<file path="config.mk">
export PLATFORM = sky130hd
export DESIGN_NAME = icis_top
export DESIGN_NICKNAME = d
export VERILOG_FILES = /design/src/icis_pkg.sv /design/src/icis_flag_bank.sv /design/src/icis_top.sv
export VERILOG_INCLUDE_DIRS = /design/src
export SDC_FILE = /design/constraint.sdc
export NUM_CORES = 1
export LEC_CHECK = 0
export BUFFER_PORTS_ARGS = -buffer_cell sky130_fd_sc_hd__buf_4
export CAP_MARGIN = 20
export CORE_MARGIN = 1.5
export CORE_UTILIZATION = 45
export CTS_BUF_LIST = sky130_fd_sc_hd__clkbuf_8 sky130_fd_sc_hd__clkbuf_16
export DETAILED_ROUTE_END_ITERATION = 16
export GPL_ROUTABILITY_DRIVEN = 0
export PLACE_DENSITY = 0.7
export SLEW_MARGIN = 20
export SYNTH_ARGS = -nofsm -noshare
export SYNTH_HDL_FRONTEND = slang
export SYNTH_HIERARCHICAL = 1
export SYNTH_SLANG_ARGS = --single-unit
</file>
<file path="constraint.sdc">
create_clock -name sys_clk_in -period 1.6 [get_ports sys_clk_in]
set_input_delay 0 -clock sys_clk_in [delete_from_list [all_inputs] [get_ports sys_clk_in]]
set_output_delay 0 -clock sys_clk_in [all_outputs]
set_load 0.01 [all_outputs]
</file>
<file path="src/icis_cfg.svh">
// Offsets, field positions, reset values and timing counts
// Assumes a 12-bit byte offset below the card's memory window base
`ifndef ICIS_CFG_SVH
`define ICIS_CFG_SVH

// Register byte offsets, one aligned 32-bit word each
`define ICIS_OFF_MASTER_EN  12'h200
`define ICIS_OFF_REARM      12'h204
`define ICIS_OFF_SUMMARY    12'h208
`define ICIS_OFF_CHG_EN     12'h2ac
`define ICIS_OFF_CHG_FLAG   12'h2b0
`define ICIS_OFF_CHG_CLR    12'h2b4
`define ICIS_OFF_CNT_EN     12'h340
`define ICIS_OFF_CNT_CLR    12'h344
`define ICIS_OFF_CNT_FLAG   12'h348
`define ICIS_OFF_TMR_EN     12'h360
`define ICIS_OFF_TMR_CLR    12'h364
`define ICIS_OFF_TMR_FLAG   12'h368
`define ICIS_OFF_CAP_EN     12'h370
`define ICIS_OFF_CAP_CLR    12'h374
`define ICIS_OFF_CAP_FLAG   12'h378

// Field positions in the summary status word
`define ICIS_SUM_CHG        1
`define ICIS_SUM_CNT        4
`define ICIS_SUM_TMR        5
`define ICIS_SUM_OC         6

// Reset values
`define ICIS_RST_WIDE       16'h0000
`define ICIS_RST_NARROW     2'h0
`define ICIS_RST_WORD       32'h0000_0000

// Read data returns this many cycles after the read strobe
`define ICIS_READ_LAT       1

`endif

</file>
<file path="src/icis_pkg.sv">
// Types shared by the interrupt source block
// Assumes callers include icis_cfg.svh for the constants
package icis_pkg;

    // One register access from the host side
    typedef struct packed {
        logic [11:0] addr;   // Byte offset in the window
        logic        wr;     // Write strobe, one cycle
        logic        rd;     // Read strobe, one cycle
        logic [31:0] wdata;  // Write data
    } icis_req_type;

    // Event pulses from the peripherals
    typedef struct packed {
        logic [15:0] cnt;    // Counter events
        logic [1:0]  tmr;    // Timer events
        logic [1:0]  cap;    // Capture unit events
        logic        ocmp;   // Any output-compare unit event
    } icis_evt_type;

endpackage

</file>
<file path="src/icis_flag_bank.sv">
// Sticky flag word with per-bit enable and per-bit clear strobe
// Assumes event, enable and clear are synchronous to sys_clk_in
`timescale 1ns/100ps

module icis_flag_bank #(
    parameter int W = 16
) (
    input  wire logic         sys_clk_in,  // System clock
    input  wire logic         rst_in,      // Sync reset, high
    input  wire logic [W-1:0] evt_in,      // Event pulses
    input  wire logic [W-1:0] en_in,       // Enable mask
    input  wire logic [W-1:0] clr_in,      // Clear strobes
    output logic      [W-1:0] flags_out,   // Sticky flags
    output logic              set_out      // Some enabled event this cycle
);

    // Per-bit flags; an event in the clear cycle survives
    genvar gi;
    generate
        for (gi = 0; gi < W; gi++) begin : g_bit
            always_ff @(posedge sys_clk_in) begin
                if (rst_in) begin
                    flags_out[gi] <= 1'b0;
                end else if (evt_in[gi] && en_in[gi]) begin
                    flags_out[gi] <= 1'b1; // [RULE18]
                end else if (clr_in[gi]) begin
                    flags_out[gi] <= 1'b0; // [RULE7]
                end
            end
        end
    endgenerate

    // Summary hint for the status word
    assign set_out = |(evt_in & en_in);
endmodule

</file>
<file path="src/icis_top.sv">
// Interrupt sources of a digital I/O card: input change, counters,
// timers and capture units, with summary word and master gate.
// Assumes all inputs are synchronous to sys_clk_in.
`timescale 1ns/100ps
`include "icis_cfg.svh"

// Notes on behaviour
// [RULE1] Sixteen-bit change enable mask, resets zero
// [RULE2] Change flag bit 0 shows enabled change
// [RULE3] Writing one to change clear drops flag
// [RULE4] Clear strobes fall back to zero alone
// [RULE5] Sixteen-bit counter enable mask, resets zero
// [RULE6] Counter flag bit n set by counter n
// [RULE7] Counter clear bit one resets that flag
// [RULE8] Two-bit timer enable mask, resets zero
// [RULE9] Two-bit timer flags show timer events
// [RULE10] Timer clear bit one resets that flag
// [RULE11] Two-bit capture enable mask, resets zero
// [RULE12] Two-bit capture flags show capture events
// [RULE13] Capture clear bit one resets that flag
// [RULE14] Software writes zeros to reserved bits
// [RULE15] Master enable bit 0 gates host request
// [RULE16] Summary bits 1,4,5,6 show group events
// [RULE17] Re-arm write clears summary word
// [RULE18] Flags set only when enabled, stay sticky
module icis_top
    import icis_pkg::*;
(
    input  wire logic          sys_clk_in,    // 20 MHz system clock
    input  wire logic          rst_in,        // Sync reset, high
    input  wire icis_req_type  reg_req_in,    // Register access
    input  wire logic [15:0]   iso_in_in,     // Isolated input levels
    input  wire icis_evt_type  evt_in,        // Peripheral events
    output logic [31:0]        reg_rdata_out, // Read data
    output logic               reg_rvalid_out,// Read data valid
    output logic               irq_out        // Request to host
);

    // Offset match, used for every write strobe
    function automatic logic at(input logic [11:0] a, input logic [11:0] off);
        return a == off;
    endfunction

    // Write strobes per register
    logic wr_master;   // Master enable write
    logic wr_rearm;    // Re-arm write
    logic wr_chg_en;   // Change mask write
    logic wr_chg_clr;  // Change clear write
    logic wr_cnt_en;   // Counter mask write
    logic wr_cnt_clr;  // Counter clear write
    logic wr_tmr_en;   // Timer mask write
    logic wr_tmr_clr;  // Timer clear write
    logic wr_cap_en;   // Capture mask write
    logic wr_cap_clr;  // Capture clear write

    assign wr_master  = reg_req_in.wr && at(reg_req_in.addr, `ICIS_OFF_MASTER_EN);
    assign wr_rearm   = reg_req_in.wr && at(reg_req_in.addr, `ICIS_OFF_REARM);
    assign wr_chg_en  = reg_req_in.wr && at(reg_req_in.addr, `ICIS_OFF_CHG_EN);
    assign wr_chg_clr = reg_req_in.wr && at(reg_req_in.addr, `ICIS_OFF_CHG_CLR);
    assign wr_cnt_en  = reg_req_in.wr && at(reg_req_in.addr, `ICIS_OFF_CNT_EN);
    assign wr_cnt_clr = reg_req_in.wr && at(reg_req_in.addr, `ICIS_OFF_CNT_CLR);
    assign wr_tmr_en  = reg_req_in.wr && at(reg_req_in.addr, `ICIS_OFF_TMR_EN);
    assign wr_tmr_clr = reg_req_in.wr && at(reg_req_in.addr, `ICIS_OFF_TMR_CLR);
    assign wr_cap_en  = reg_req_in.wr && at(reg_req_in.addr, `ICIS_OFF_CAP_EN);
    assign wr_cap_clr = reg_req_in.wr && at(reg_req_in.addr, `ICIS_OFF_CAP_CLR);

    // Software-owned control state
    logic        master_en_q;  // Card-level gate
    logic [15:0] chg_en_q;     // Change enable mask
    logic [15:0] cnt_en_q;     // Counter enable mask
    logic [1:0]  tmr_en_q;     // Timer enable mask
    logic [1:0]  cap_en_q;     // Capture enable mask

    // Mask registers; reserved bits are simply not stored
    always_ff @(posedge sys_clk_in) begin
        if (rst_in) begin
            master_en_q <= 1'b0;
            chg_en_q    <= `ICIS_RST_WIDE;
            cnt_en_q    <= `ICIS_RST_WIDE;
            tmr_en_q    <= `ICIS_RST_NARROW;
            cap_en_q    <= `ICIS_RST_NARROW;
        end else begin
            if (wr_master) begin
                master_en_q <= reg_req_in.wdata[0]; // [RULE15]
            end
            if (wr_chg_en) begin
                chg_en_q <= reg_req_in.wdata[15:0]; // [RULE1]
            end
            if (wr_cnt_en) begin
                cnt_en_q <= reg_req_in.wdata[15:0]; // [RULE5]
            end
            if (wr_tmr_en) begin
                tmr_en_q <= reg_req_in.wdata[1:0]; // [RULE8]
            end
            if (wr_cap_en) begin
                cap_en_q <= reg_req_in.wdata[1:0]; // [RULE11]
            end
        end
    end

    // Clear strobes, each alive for exactly one cycle
    logic        chg_clr_q;  // Change flag clear
    logic [15:0] cnt_clr_q;  // Counter flag clears
    logic [1:0]  tmr_clr_q;  // Timer flag clears
    logic [1:0]  cap_clr_q;  // Capture flag clears
    logic        rearm_q;    // Summary clear

    // Self-clearing: software never has to write zeros back
    always_ff @(posedge sys_clk_in) begin
        if (rst_in) begin
            chg_clr_q <= 1'b0;
            cnt_clr_q <= `ICIS_RST_WIDE;
            tmr_clr_q <= `ICIS_RST_NARROW;
            cap_clr_q <= `ICIS_RST_NARROW;
            rearm_q   <= 1'b0;
        end else begin
            chg_clr_q <= wr_chg_clr && reg_req_in.wdata[0]; // [RULE3]
            cnt_clr_q <= wr_cnt_clr ? reg_req_in.wdata[15:0] : '0; // [RULE4]
            tmr_clr_q <= wr_tmr_clr ? reg_req_in.wdata[1:0] : '0; // [RULE10]
            cap_clr_q <= wr_cap_clr ? reg_req_in.wdata[1:0] : '0; // [RULE13]
            rearm_q   <= wr_rearm && reg_req_in.wdata[0]; // [RULE17]
        end
    end

    // Change detection against the previous sample
    logic [15:0] iso_prev_q;  // Last input sample
    logic        primed_q;    // Previous sample is valid
    logic        chg_evt;     // Enabled input changed

    // No change is reported on the first cycle after reset,
    // when the old sample is only the reset constant
    always_ff @(posedge sys_clk_in) begin
        if (rst_in) begin
            iso_prev_q <= `ICIS_RST_WIDE;
            primed_q   <= 1'b0;
        end else begin
            iso_prev_q <= iso_in_in;
            primed_q   <= 1'b1;
        end
    end

    assign chg_evt = primed_q && (|((iso_in_in ^ iso_prev_q) & chg_en_q)); // [RULE1]

    // Flag banks, one per source group except output compare
    logic        chg_flag;   // Change flag
    logic [15:0] cnt_flags;  // Counter flags
    logic [1:0]  tmr_flags;  // Timer flags
    logic [1:0]  cap_flags;  // Capture flags
    logic        chg_set;    // Change flag setting now
    logic        cnt_set;    // Some counter flag setting
    logic        tmr_set;    // Some timer flag setting
    logic        cap_set;    // Some capture flag setting

    // Mask already applied in chg_evt, so enable is tied high
    icis_flag_bank #(.W(1)) u_chg (
        .sys_clk_in (sys_clk_in),
        .rst_in     (rst_in),
        .evt_in     (chg_evt),
        .en_in      (1'b1),
        .clr_in     (chg_clr_q),
        .flags_out  (chg_flag), // [RULE2]
        .set_out    (chg_set)
    );

    icis_flag_bank #(.W(16)) u_cnt (
        .sys_clk_in (sys_clk_in),
        .rst_in     (rst_in),
        .evt_in     (evt_in.cnt),
        .en_in      (cnt_en_q),
        .clr_in     (cnt_clr_q),
        .flags_out  (cnt_flags), // [RULE6]
        .set_out    (cnt_set)
    );

    icis_flag_bank #(.W(2)) u_tmr (
        .sys_clk_in (sys_clk_in),
        .rst_in     (rst_in),
        .evt_in     (evt_in.tmr),
        .en_in      (tmr_en_q),
        .clr_in     (tmr_clr_q),
        .flags_out  (tmr_flags), // [RULE9]
        .set_out    (tmr_set)
    );

    icis_flag_bank #(.W(2)) u_cap (
        .sys_clk_in (sys_clk_in),
        .rst_in     (rst_in),
        .evt_in     (evt_in.cap),
        .en_in      (cap_en_q),
        .clr_in     (cap_clr_q),
        .flags_out  (cap_flags), // [RULE12]
        .set_out    (cap_set)
    );

    // Summary word; bit 0 (edge source) is not built here
    logic sum_chg_q;  // Change group raised
    logic sum_cnt_q;  // Counter group raised
    logic sum_tmr_q;  // Timer group raised
    logic sum_oc_q;   // Output-compare group raised

    // Sticky until re-arm; a new event in the re-arm cycle wins
    always_ff @(posedge sys_clk_in) begin
        if (rst_in) begin
            sum_chg_q <= 1'b0;
            sum_cnt_q <= 1'b0;
            sum_tmr_q <= 1'b0;
            sum_oc_q  <= 1'b0;
        end else begin
            sum_chg_q <= chg_set || (sum_chg_q && !rearm_q); // [RULE16]
            sum_cnt_q <= cnt_set || (sum_cnt_q && !rearm_q);
            sum_tmr_q <= tmr_set || (sum_tmr_q && !rearm_q);
            sum_oc_q  <= evt_in.ocmp || (sum_oc_q && !rearm_q); // [RULE17]
        end
    end

    logic [31:0] summary;  // Assembled status word

    // Capture units have no summary bit of their own
    always_comb begin
        summary                = `ICIS_RST_WORD;
        summary[`ICIS_SUM_CHG] = sum_chg_q;
        summary[`ICIS_SUM_CNT] = sum_cnt_q;
        summary[`ICIS_SUM_TMR] = sum_tmr_q;
        summary[`ICIS_SUM_OC]  = sum_oc_q;
    end

    // Request to the host, held while gate open and summary nonzero
    always_ff @(posedge sys_clk_in) begin
        if (rst_in) begin
            irq_out <= 1'b0;
        end else begin
            irq_out <= master_en_q && (summary != '0); // [RULE15]
        end
    end

    // Read mux; reserved bits and unmapped offsets read zero
    logic [31:0] rd_mux;  // Selected read word

    always_comb begin
        rd_mux = `ICIS_RST_WORD;
        case (reg_req_in.addr)
            `ICIS_OFF_MASTER_EN: begin
                rd_mux[0] = master_en_q;
            end
            `ICIS_OFF_SUMMARY: begin
                rd_mux = summary; // [RULE16]
            end
            `ICIS_OFF_CHG_EN: begin
                rd_mux[15:0] = chg_en_q;
            end
            `ICIS_OFF_CHG_FLAG: begin
                rd_mux[0] = chg_flag; // [RULE2]
            end
            `ICIS_OFF_CNT_EN: begin
                rd_mux[15:0] = cnt_en_q;
            end
            `ICIS_OFF_CNT_CLR: begin
                rd_mux[15:0] = cnt_clr_q;
            end
            `ICIS_OFF_CNT_FLAG: begin
                rd_mux[15:0] = cnt_flags;
            end
            `ICIS_OFF_TMR_EN: begin
                rd_mux[1:0] = tmr_en_q;
            end
            `ICIS_OFF_TMR_CLR: begin
                rd_mux[1:0] = tmr_clr_q;
            end
            `ICIS_OFF_TMR_FLAG: begin
                rd_mux[1:0] = tmr_flags; // [RULE9]
            end
            `ICIS_OFF_CAP_EN: begin
                rd_mux[1:0] = cap_en_q;
            end
            `ICIS_OFF_CAP_CLR: begin
                rd_mux[1:0] = cap_clr_q;
            end
            `ICIS_OFF_CAP_FLAG: begin
                rd_mux[1:0] = cap_flags; // [RULE12]
            end
            default: begin
                rd_mux = `ICIS_RST_WORD; // Write-only and unmapped
            end
        endcase
    end

    // Registered read answer, one cycle after the strobe
    always_ff @(posedge sys_clk_in) begin
        if (rst_in) begin
            reg_rdata_out  <= `ICIS_RST_WORD;
            reg_rvalid_out <= 1'b0;
        end else begin
            reg_rdata_out  <= reg_req_in.rd ? rd_mux : `ICIS_RST_WORD;
            reg_rvalid_out <= reg_req_in.rd;
        end
    end
endmodule
</file>
Word-level counts from Yosys, hierarchy flattened
Index checks and enable logic that the tools add are counted.

storage, ports and cells
  bits in registers = 135
  word-level logic and storage cells = 182
  memory bits (writable) = 0
  bits in read-only memories = 0
  bits in latches = 0
  memories = 0
  bits of input ports = 85
  output and inout port bits = 34

operators by class
  $add $sub $neg = 0
  multiply operators = 0
  shifts and indexed selects = 0
  bitwise operators = 8
  reductions and logical operators = 72
  divide/modulo/power cells = 0
  equality and inequality tests = 15
  $lt $le $gt $ge = 0
  mux-type cells = 46

operator list
  operator                                         number
  == test 12 x 10 -> 1 bit, second input constant  15
  case mux 14 bit (5 select lines)                 1
  2-to-1 mux 1 bit                                 43
  nonzero test 2 bit                               21
  logical AND 1 bit                                38
  AND 16 bit                                       2
  nonzero test 32 bit                              1
  OR reduction 16 bit                              2
  bitwise XOR 16 bit                               1
  case mux 1 bit (12 select lines)                 1
  case mux 1 bit (11 select lines)                 1
  OR reduction 2 bit                               5
  logical OR 1 bit                                 4
  NOT 1 bit                                        4
  AND 2 bit                                        1
  zero test 1 bit                                  1

Logic depth before layout (Yosys ltp)
Gate-level depths: netlist of run 1.

  depth after elaboration = 5
  depth in mapped cells = 9
  mapped depth without buffers = 8

Hierarchy
The synthesis of run 1 kept the hierarchy.

modules (own cells, without submodules)
  module                      instances  cells each  area an instance (um^2)  seq. area each (um^2)
  icis_top                    1          463         4140.2                   1961.9
  icis_flag_bank (u_cnt)      1          74          629.4                    320.3
  icis_flag_bank (u_cap ...)  2          9           73.8                     40.0
  icis_flag_bank (u_chg)      1          5           42.5                     20.0

Least setup slack after synthesis of run 1
No wires, ideal clock.

  path type = input to register
  start = input reg_req_in[37] (netlist name)
  end = register reg_rdata_out[10]
  buffers on the path = 3
  stages on the path = 8
  required time = 1.478 ns
  arrival time = 1.415 ns
  library setup time = 0.122 ns
  slack = 0.063 ns
  path through = buf_2 nor4b_1 and4_1 buf_6 a21o_1 o41ai_4 buf_6 a21oi_2

on the way
  cells in the longest elaborated chain, start to end = 2
  elaborated cells between the ends (all ways) = 6
  those cells by class = 5 x eq/ne; 1 x mux

ends and longest elaborated chain
  what                                  line             text
  from (decl)                           icis_top.sv:31   input wire icis_req_type reg_req_in,
  == test 12 x 10 -> 1 bit              icis_top.sv:241  case (reg_req_in.addr)
  case mux 14 bit (5 select lines) (*)  icis_top.sv:241
  to (signal assigned)                  icis_top.sv:290  reg_rdata_out <= `ICIS_RST_WORD;
  to (signal assigned)                  icis_top.sv:293  reg_rdata_out <= reg_req_in.rd ? rd_mux : `ICIS_RST_WORD;
  to (decl)                             icis_top.sv:34   output logic [31:0] reg_rdata_out,

Mark *: on every way between the ends. The rest lies on a longest branch, timed or not.
A chain may end at the register's enable or synchronous reset.

Final worst setup path of run 1
  start = input reg_req_in[40] (netlist name)
  end = register chg_clr_q

on the way
  cells in the longest elaborated chain, start to end = 3

ends and longest elaborated chain
  what                      line             text
  == test 12 x 10 -> 1 bit  icis_top.sv:41   return a == off;
  logical AND 1 bit         icis_top.sv:59   assign wr_chg_clr = reg_req_in.wr && at(reg_req_in.addr, `ICIS_OFF_CHG_CLR);
  logical AND 1 bit         icis_top.sv:117  chg_clr_q <= wr_chg_clr && reg_req_in.wdata[0];
  to (signal assigned)      icis_top.sv:117
  to (decl)                 icis_top.sv:102  logic chg_clr_q;

Every way passes these cells.

==> results.toml, run 1 <==
[clock_network]
clock_latency_ps = 520
numCtsBuffers = 17
cts.sinks = 119
clk_pin_slew_ps = 60
cts-htree-levels = 4
cts_tree = "built"
cts_root_buf = "clkbuf_8"
ctsLongestPathBuffers = 2

[final_layout]
postLayoutCellArea_sq_um = 7130
finalNetCount = 817
fillCellCount = 882
layout_common_cells = "119 x dfxtp_1, 112 x buf_4, 109 x nand2_1"
synthToLayoutAreaGrowth_pct = 43.9
antennaDiodeCount = 0
fin_util_pct = 66.1
multiInputGateArea_sq_um = 2350
seq_area_sq_um = 2380
layoutNonFillerInstCount = 885
final_common_cell = "dfxtp_1"
drive_gt1_share_pct = 22.7

[worst_setup_path]
worstPathRequired_ps = 2030
cp.arrival_ps = 1920
cp_max_fo = 3
crit_slowest_cell = "dlygate4sd3_1"
crit_chain = "buf_4, dlygate4sd3_1, nor3b_1, nand2_1, dlygate4sd3_1, nor3_1"
path_buf_inv = 3
cpPeakStageDelay_ps = 600
cp_common_cell = "dlygate4sd3_1"
worstSetupPathType = "in -> reg"
critPathTopFamily = "buffers and inverters"
cp-start-kind = "primary input"
cp-end-kind = "register"

[placement]
place_hpwl_microns = 9570
port_buffers = 86
dpl-instance-area_sq_um = 5810
placedCellCount = 781

[status]
status = "finished clean"

[synth]
synthCells = 559
synth_warnings = 6
avgSynthCellArea_sq_um = 8.87
netlist_area_sq_um = 4960

[global_routing]
antenna_found_initial = 0
track_usage_pct = 25.7
grt_pass1_wl_microns = 22900
grt_start_max_net_pins = 46
busiest_layer = "met2"
grt_util_met3_pct = 5.49
met1_usage_pct = 33.7
grt_use_met2_pct = 40.5
first_global_vias = 4584
overflow = 0

[die]
coreArea_sq_um = 10800
fp.dieW_microns = 108
start_util_pct = 45.9
ios = 119
die_h_microns = 108
die-area_sq_um = 11700
rows = 38

[run]
maxCapViolCount = 0

[sta]
rsz0062_at_grt = "false"
slew_violations = 0
finalSetupViolCount = 0
fin_crit_ps = 1490
fmax_mhz = 670
hold_violations = 0
fin_skew_ps = 16.7
finalCritPeriodShare_pct = 93.2

[detailed_routing]
via_count = 4833
avgRoutedWirePerCell_microns = 16.6
drtAntennaViolNets = 0
drtIter0Drc = 458
wirelength_microns = 14700
via_per_inst = 5.46
route.detailed.drc = 0
first_pass_iters = 7

[hold_path]
hold_path_class = "in -> reg"

[power]
power_density_nw_per_um2 = 1020
vdd_drop_max_uv = 612
p_leak_nw = 2.81
through the flow:
stage / setup WS [ps] / power (mW) / TNS [ps] / hold slack [ps]
detailed placement: -89.1 / 3.44 / -89.1 / 227
floorplan: 62.9 / 3.23 / 0 / 62.4
finish: 108 / 7.24 / 0 / 19.6
CTS: 36.1 / 7.24 / 0 / 0.903
global route: 11.4 / 7.44 / 0 / 42.8
global placement: 35.0 / 3.43 / 0 / 214
sequential cells by signal, indices dropped and copies added, names as in the netlist, 2 cells and up:
name	flops
cap_en_q	2
cnt_clr_q	16
cap_clr_q	2
u_cnt/flags_out	16
u_cap/flags_out	2
u_tmr/flags_out	2
reg_rdata_out	16
chg_en_q	16
tmr_en_q	2
tmr_clr_q	2
cnt_en_q	16
iso_prev_q	16
worst min-delay path: cells and delay by family:
| kind | cells | cell delay, ps |
|---|---|---|
| buf+inv | 1 | 150 |
| compound gates | 3 | 330 |
power breakdown:
group | total (mW) | switching, mW | internal, mW
logic | 0.512 | 0.233 | 0.279
clock network | 3.73 | 1.48 | 2.25
registers | 3.00 | 0.0111 | 2.99
total | 7.24 | 1.73 | 5.52
per-layer routing:
metal,share of wire (%),up-vias
met3,7.4,42
met2,47,252
met4,2.8,0
li1,-,2276
met1,43,2263
met5,0,-
path summary, 6_finish.rpt:
| check | start | endpoint | slack [ps] | cells after the start |
|---|---|---|---|---|
| worst min-delay path | reg_req_in[37] | reg_rdata_out[1] | 20 | 4 |
| worst max-delay path | reg_req_in[40] | chg_clr_q | 110 | 6 |
| worst min register to register | u_cnt/flags_out[6] | reg_rdata_out[6] | 460 | 2 |
| worst max register to register | cnt_en_q[8] | sum_cnt_q | 130 | 5 |
cell type report:
type	instances	area share [%]
Clock buffer	17	5.81
Clock inverter	15	2.37
Inverter	5	0.263
Multi-Input combinational cell	403	32.9
Sequential cell	119	33.4
Tap cell	140	2.46
Timing Repair Buffer	186	22.8
what timing repair did:
action / 4_1_cts / 5_1_grt
resized for setup: 0 / 3
endpoints found under the setup margin: 0 / 19
setup buffers: 0 / 1
endpoints found under the hold margin: 102 / 0
hold buffers: 70 / 0
Power figures use the tool's default switching activity.
==> inputs of run 2 (changes only) <==
--- a/config.mk
+++ b/config.mk
@@ -17,5 +17,4 @@
 export SLEW_MARGIN = 20
 export SYNTH_ARGS = -nofsm -noshare
 export SYNTH_HDL_FRONTEND = slang
-export SYNTH_HIERARCHICAL = 1
 export SYNTH_SLANG_ARGS = --single-unit
==> constraint.sdc (replaced) <==
create_clock -name sys_clk_in -period 1.3 [get_ports sys_clk_in]
set_input_delay 0 -clock sys_clk_in [delete_from_list [all_inputs] [get_ports sys_clk_in]]
set_output_delay 0 -clock sys_clk_in [all_outputs]
set_load 0.01 [all_outputs]
==> run 2 against run 1 <==
The run now ends with negative setup slack left; count of clock-buffer cells in the layout grew 1; cell count shrank 1.1%; flip-flop and latch count is the same; critical path depth grew 3; setup slack lost 130 ps; first-iteration DRC count shrank 23%; routed wire length grew 1.9%; synthesized cell count shrank 5.7%; synthesized area shrank 0.43%; non-clock buffer count grew 21; register-to-register slack lost 50 ps.
==> results.toml, run 2 <==
[worst_setup_path]
cp-end-kind = "register"
cp-start-kind = "primary input"
worstPathRequired_ps = 1730
cp.arrival_ps = 1750
worstSetupPathType = "in -> reg"
cp_max_fo = 7

[placement]
pre_cts_ws_ps = -251
place_hpwl_microns = 9740
port_buffers = 86

[die]
coreArea_sq_um = 10700
fp.dieW_microns = 108
rows = 38
start_util_pct = 45.9
die_h_microns = 108
die-area_sq_um = 11600
ios = 119

[clock_network]
clk_pin_slew_ps = 60
clock_latency_ps = 520
cts_root_buf = "clkbuf_8"
cts.sinks = 119
numCtsBuffers = 17
ctsLongestPathBuffers = 2
cts_tree = "built"
cts-htree-levels = 4

[detailed_routing]
route.detailed.drc = 0
first_pass_iters = 5
via_count = 4723
maxUsedRoutingLayer = "met4"
drtAntennaViolNets = 0
drtIter0Drc = 354
avgRoutedWirePerCell_microns = 17.1
wl_met1_microns = 6380
wirelength_microns = 15000
dr_wl_met2_microns = 7220
wl_met3_microns = 976
via_per_inst = 5.40

[final_layout]
antennaDiodeCount = 0
multiInputGateArea_sq_um = 2380
finalNetCount = 807
drive_gt1_share_pct = 27.9
seq_area_sq_um = 2380
layout_common_cells = "138 x buf_4, 118 x dfxtp_1, 68 x nand2_1"
fillCellCount = 794
final_common_cell = "buf_4"
synthToLayoutAreaGrowth_pct = 48.1

[sta]
fin_skew_ps = 7.17
fin_crit_ps = 1320
slew_violations = 0
finalCritPeriodShare_pct = 102
hold_violations = 0
rsz0062_at_grt = "true"
worst_slack_ps = -24.5
fmax_mhz = 755
finalSetupViolCount = 2

[synth]
seq_area_frac_synth_pct = 48.3
synth_flop_cell = "dfxtp_1"
synthCells = 527
netlist_top_cells_count = "119 x dfxtp_1, 70 x nand2_1, 47 x a21oi_1"
synth_top_area_cell = "dfxtp_1"
yosys_register_bits = 119
synth_top_area_share_pct = 48.3
synthDistinctLibCells = 45
avgSynthCellArea_sq_um = 9.36
synth_edf_count = 0
netlist_area_sq_um = 4930
synth_warnings = 0
async_flop_share_pct = 0
ys_top_cells_by_area = "dfxtp_1 48%, nand2_1 5.3%, a22oi_1 5.2%, mux2i_1 4.9%, a21oi_1 4.8%"
yosysMostFrequentCell = "dfxtp_1"

[global_routing]
overflow = 0
grt_pass1_wl_microns = 23500
antenna_found_initial = 0
track_usage_pct = 26.5
first_global_vias = 4682
grt_start_max_net_pins = 68

[power]
p_leak_nw = 3.06
vdd_drop_max_uv = 852
power_density_nw_per_um2 = 1250
p_total_mw = 9.10

[status]
status = "complete, but fails checks"
failed_checks = "negative setup slack"

[run]
maxCapViolCount = 0

[hold_path]
hold_path_class = "in -> reg"
-- run 2: critical path, stage by stage --
cell           delay (ps)
buf_4                 120
buf_12                120
dlygate4sd3_1         550
buf_4                 170
nor4b_2               250
a31oi_1                90
o21ai_1               190
nand2_1                80
a31oi_1               180
-- run 2: path summary, 6_finish.rpt --
path                                          from                 end  slack [ps]  cells past startpoint
worst min-delay path                reg_req_in[44]         master_en_q          20                      6
worst min register to register  u_tmr.flags_out[1]  u_tmr.flags_out[1]         470                      2
worst max-delay path                reg_req_in[41]    reg_rdata_out[0]         -20                      9
worst max register to register       iso_prev_q[9]           sum_chg_q          80                      5
-- run 2: through the flow --
stage	std cells	utilization [%]	hold WS, ps	area [sq um]	setup TNS, ps
3_3_place_gp	775	55.7	228	5990	-8990
5_1_grt	875	68.0	38.0	7310	-120
6_report	875	68.0	21.0	7310	-37.6
4_1_cts	873	67.5	0.650	7250	0
2_1_floorplan	542	-	117	5060	-952
3_5_place_dp	775	55.7	229	5990	-10880
-- run 2: power by group --
group | switching [mW] | internal, mW
combinational | 0.309 | 0.382
sequential | 0.0137 | 3.68
clock | 1.73 | 2.99
-- run 2: cells by family after synthesis --
kind of cell,after synthesis,synth area share (%)
AOI/OAI and AO/OA,116,16.0
xor gates and xnor gates,16,2.84
buffers and inverters,49,6.01
DFF,119,48.3
muxes,24,4.87
other,1,0.0760
and+or+nand+nor,202,21.9
-- run 2: per-layer routing --
metal,vias to the layer above,track usage [%]
met5,-,0
met4,0,9.49
met3,46,5.93
met2,229,44.6
met1,2227,33.3
li1,2221,-
-- run 2: area by class of cell --
type                    count  share of cell area (%)
flip-flops and latches    119                    32.6
multi-input cells         374                    32.5
repair buffers            207                    24.1
clock buffers              18                    5.86
clock inverters            14                    2.40
well taps                 140                    2.40
inverters                   3                   0.154
-- run 2: what timing repair did --
| item | 4_1_cts | 5_1_grt |
|---|---|---|
| gates resized for setup | 0 | 11 |
| setup buffers | 0 | 2 |
| setup endpoints to repair | 0 | 9 |
| hold buffers | 66 | 0 |
| endpoints found under the hold margin | 101 | 0 |
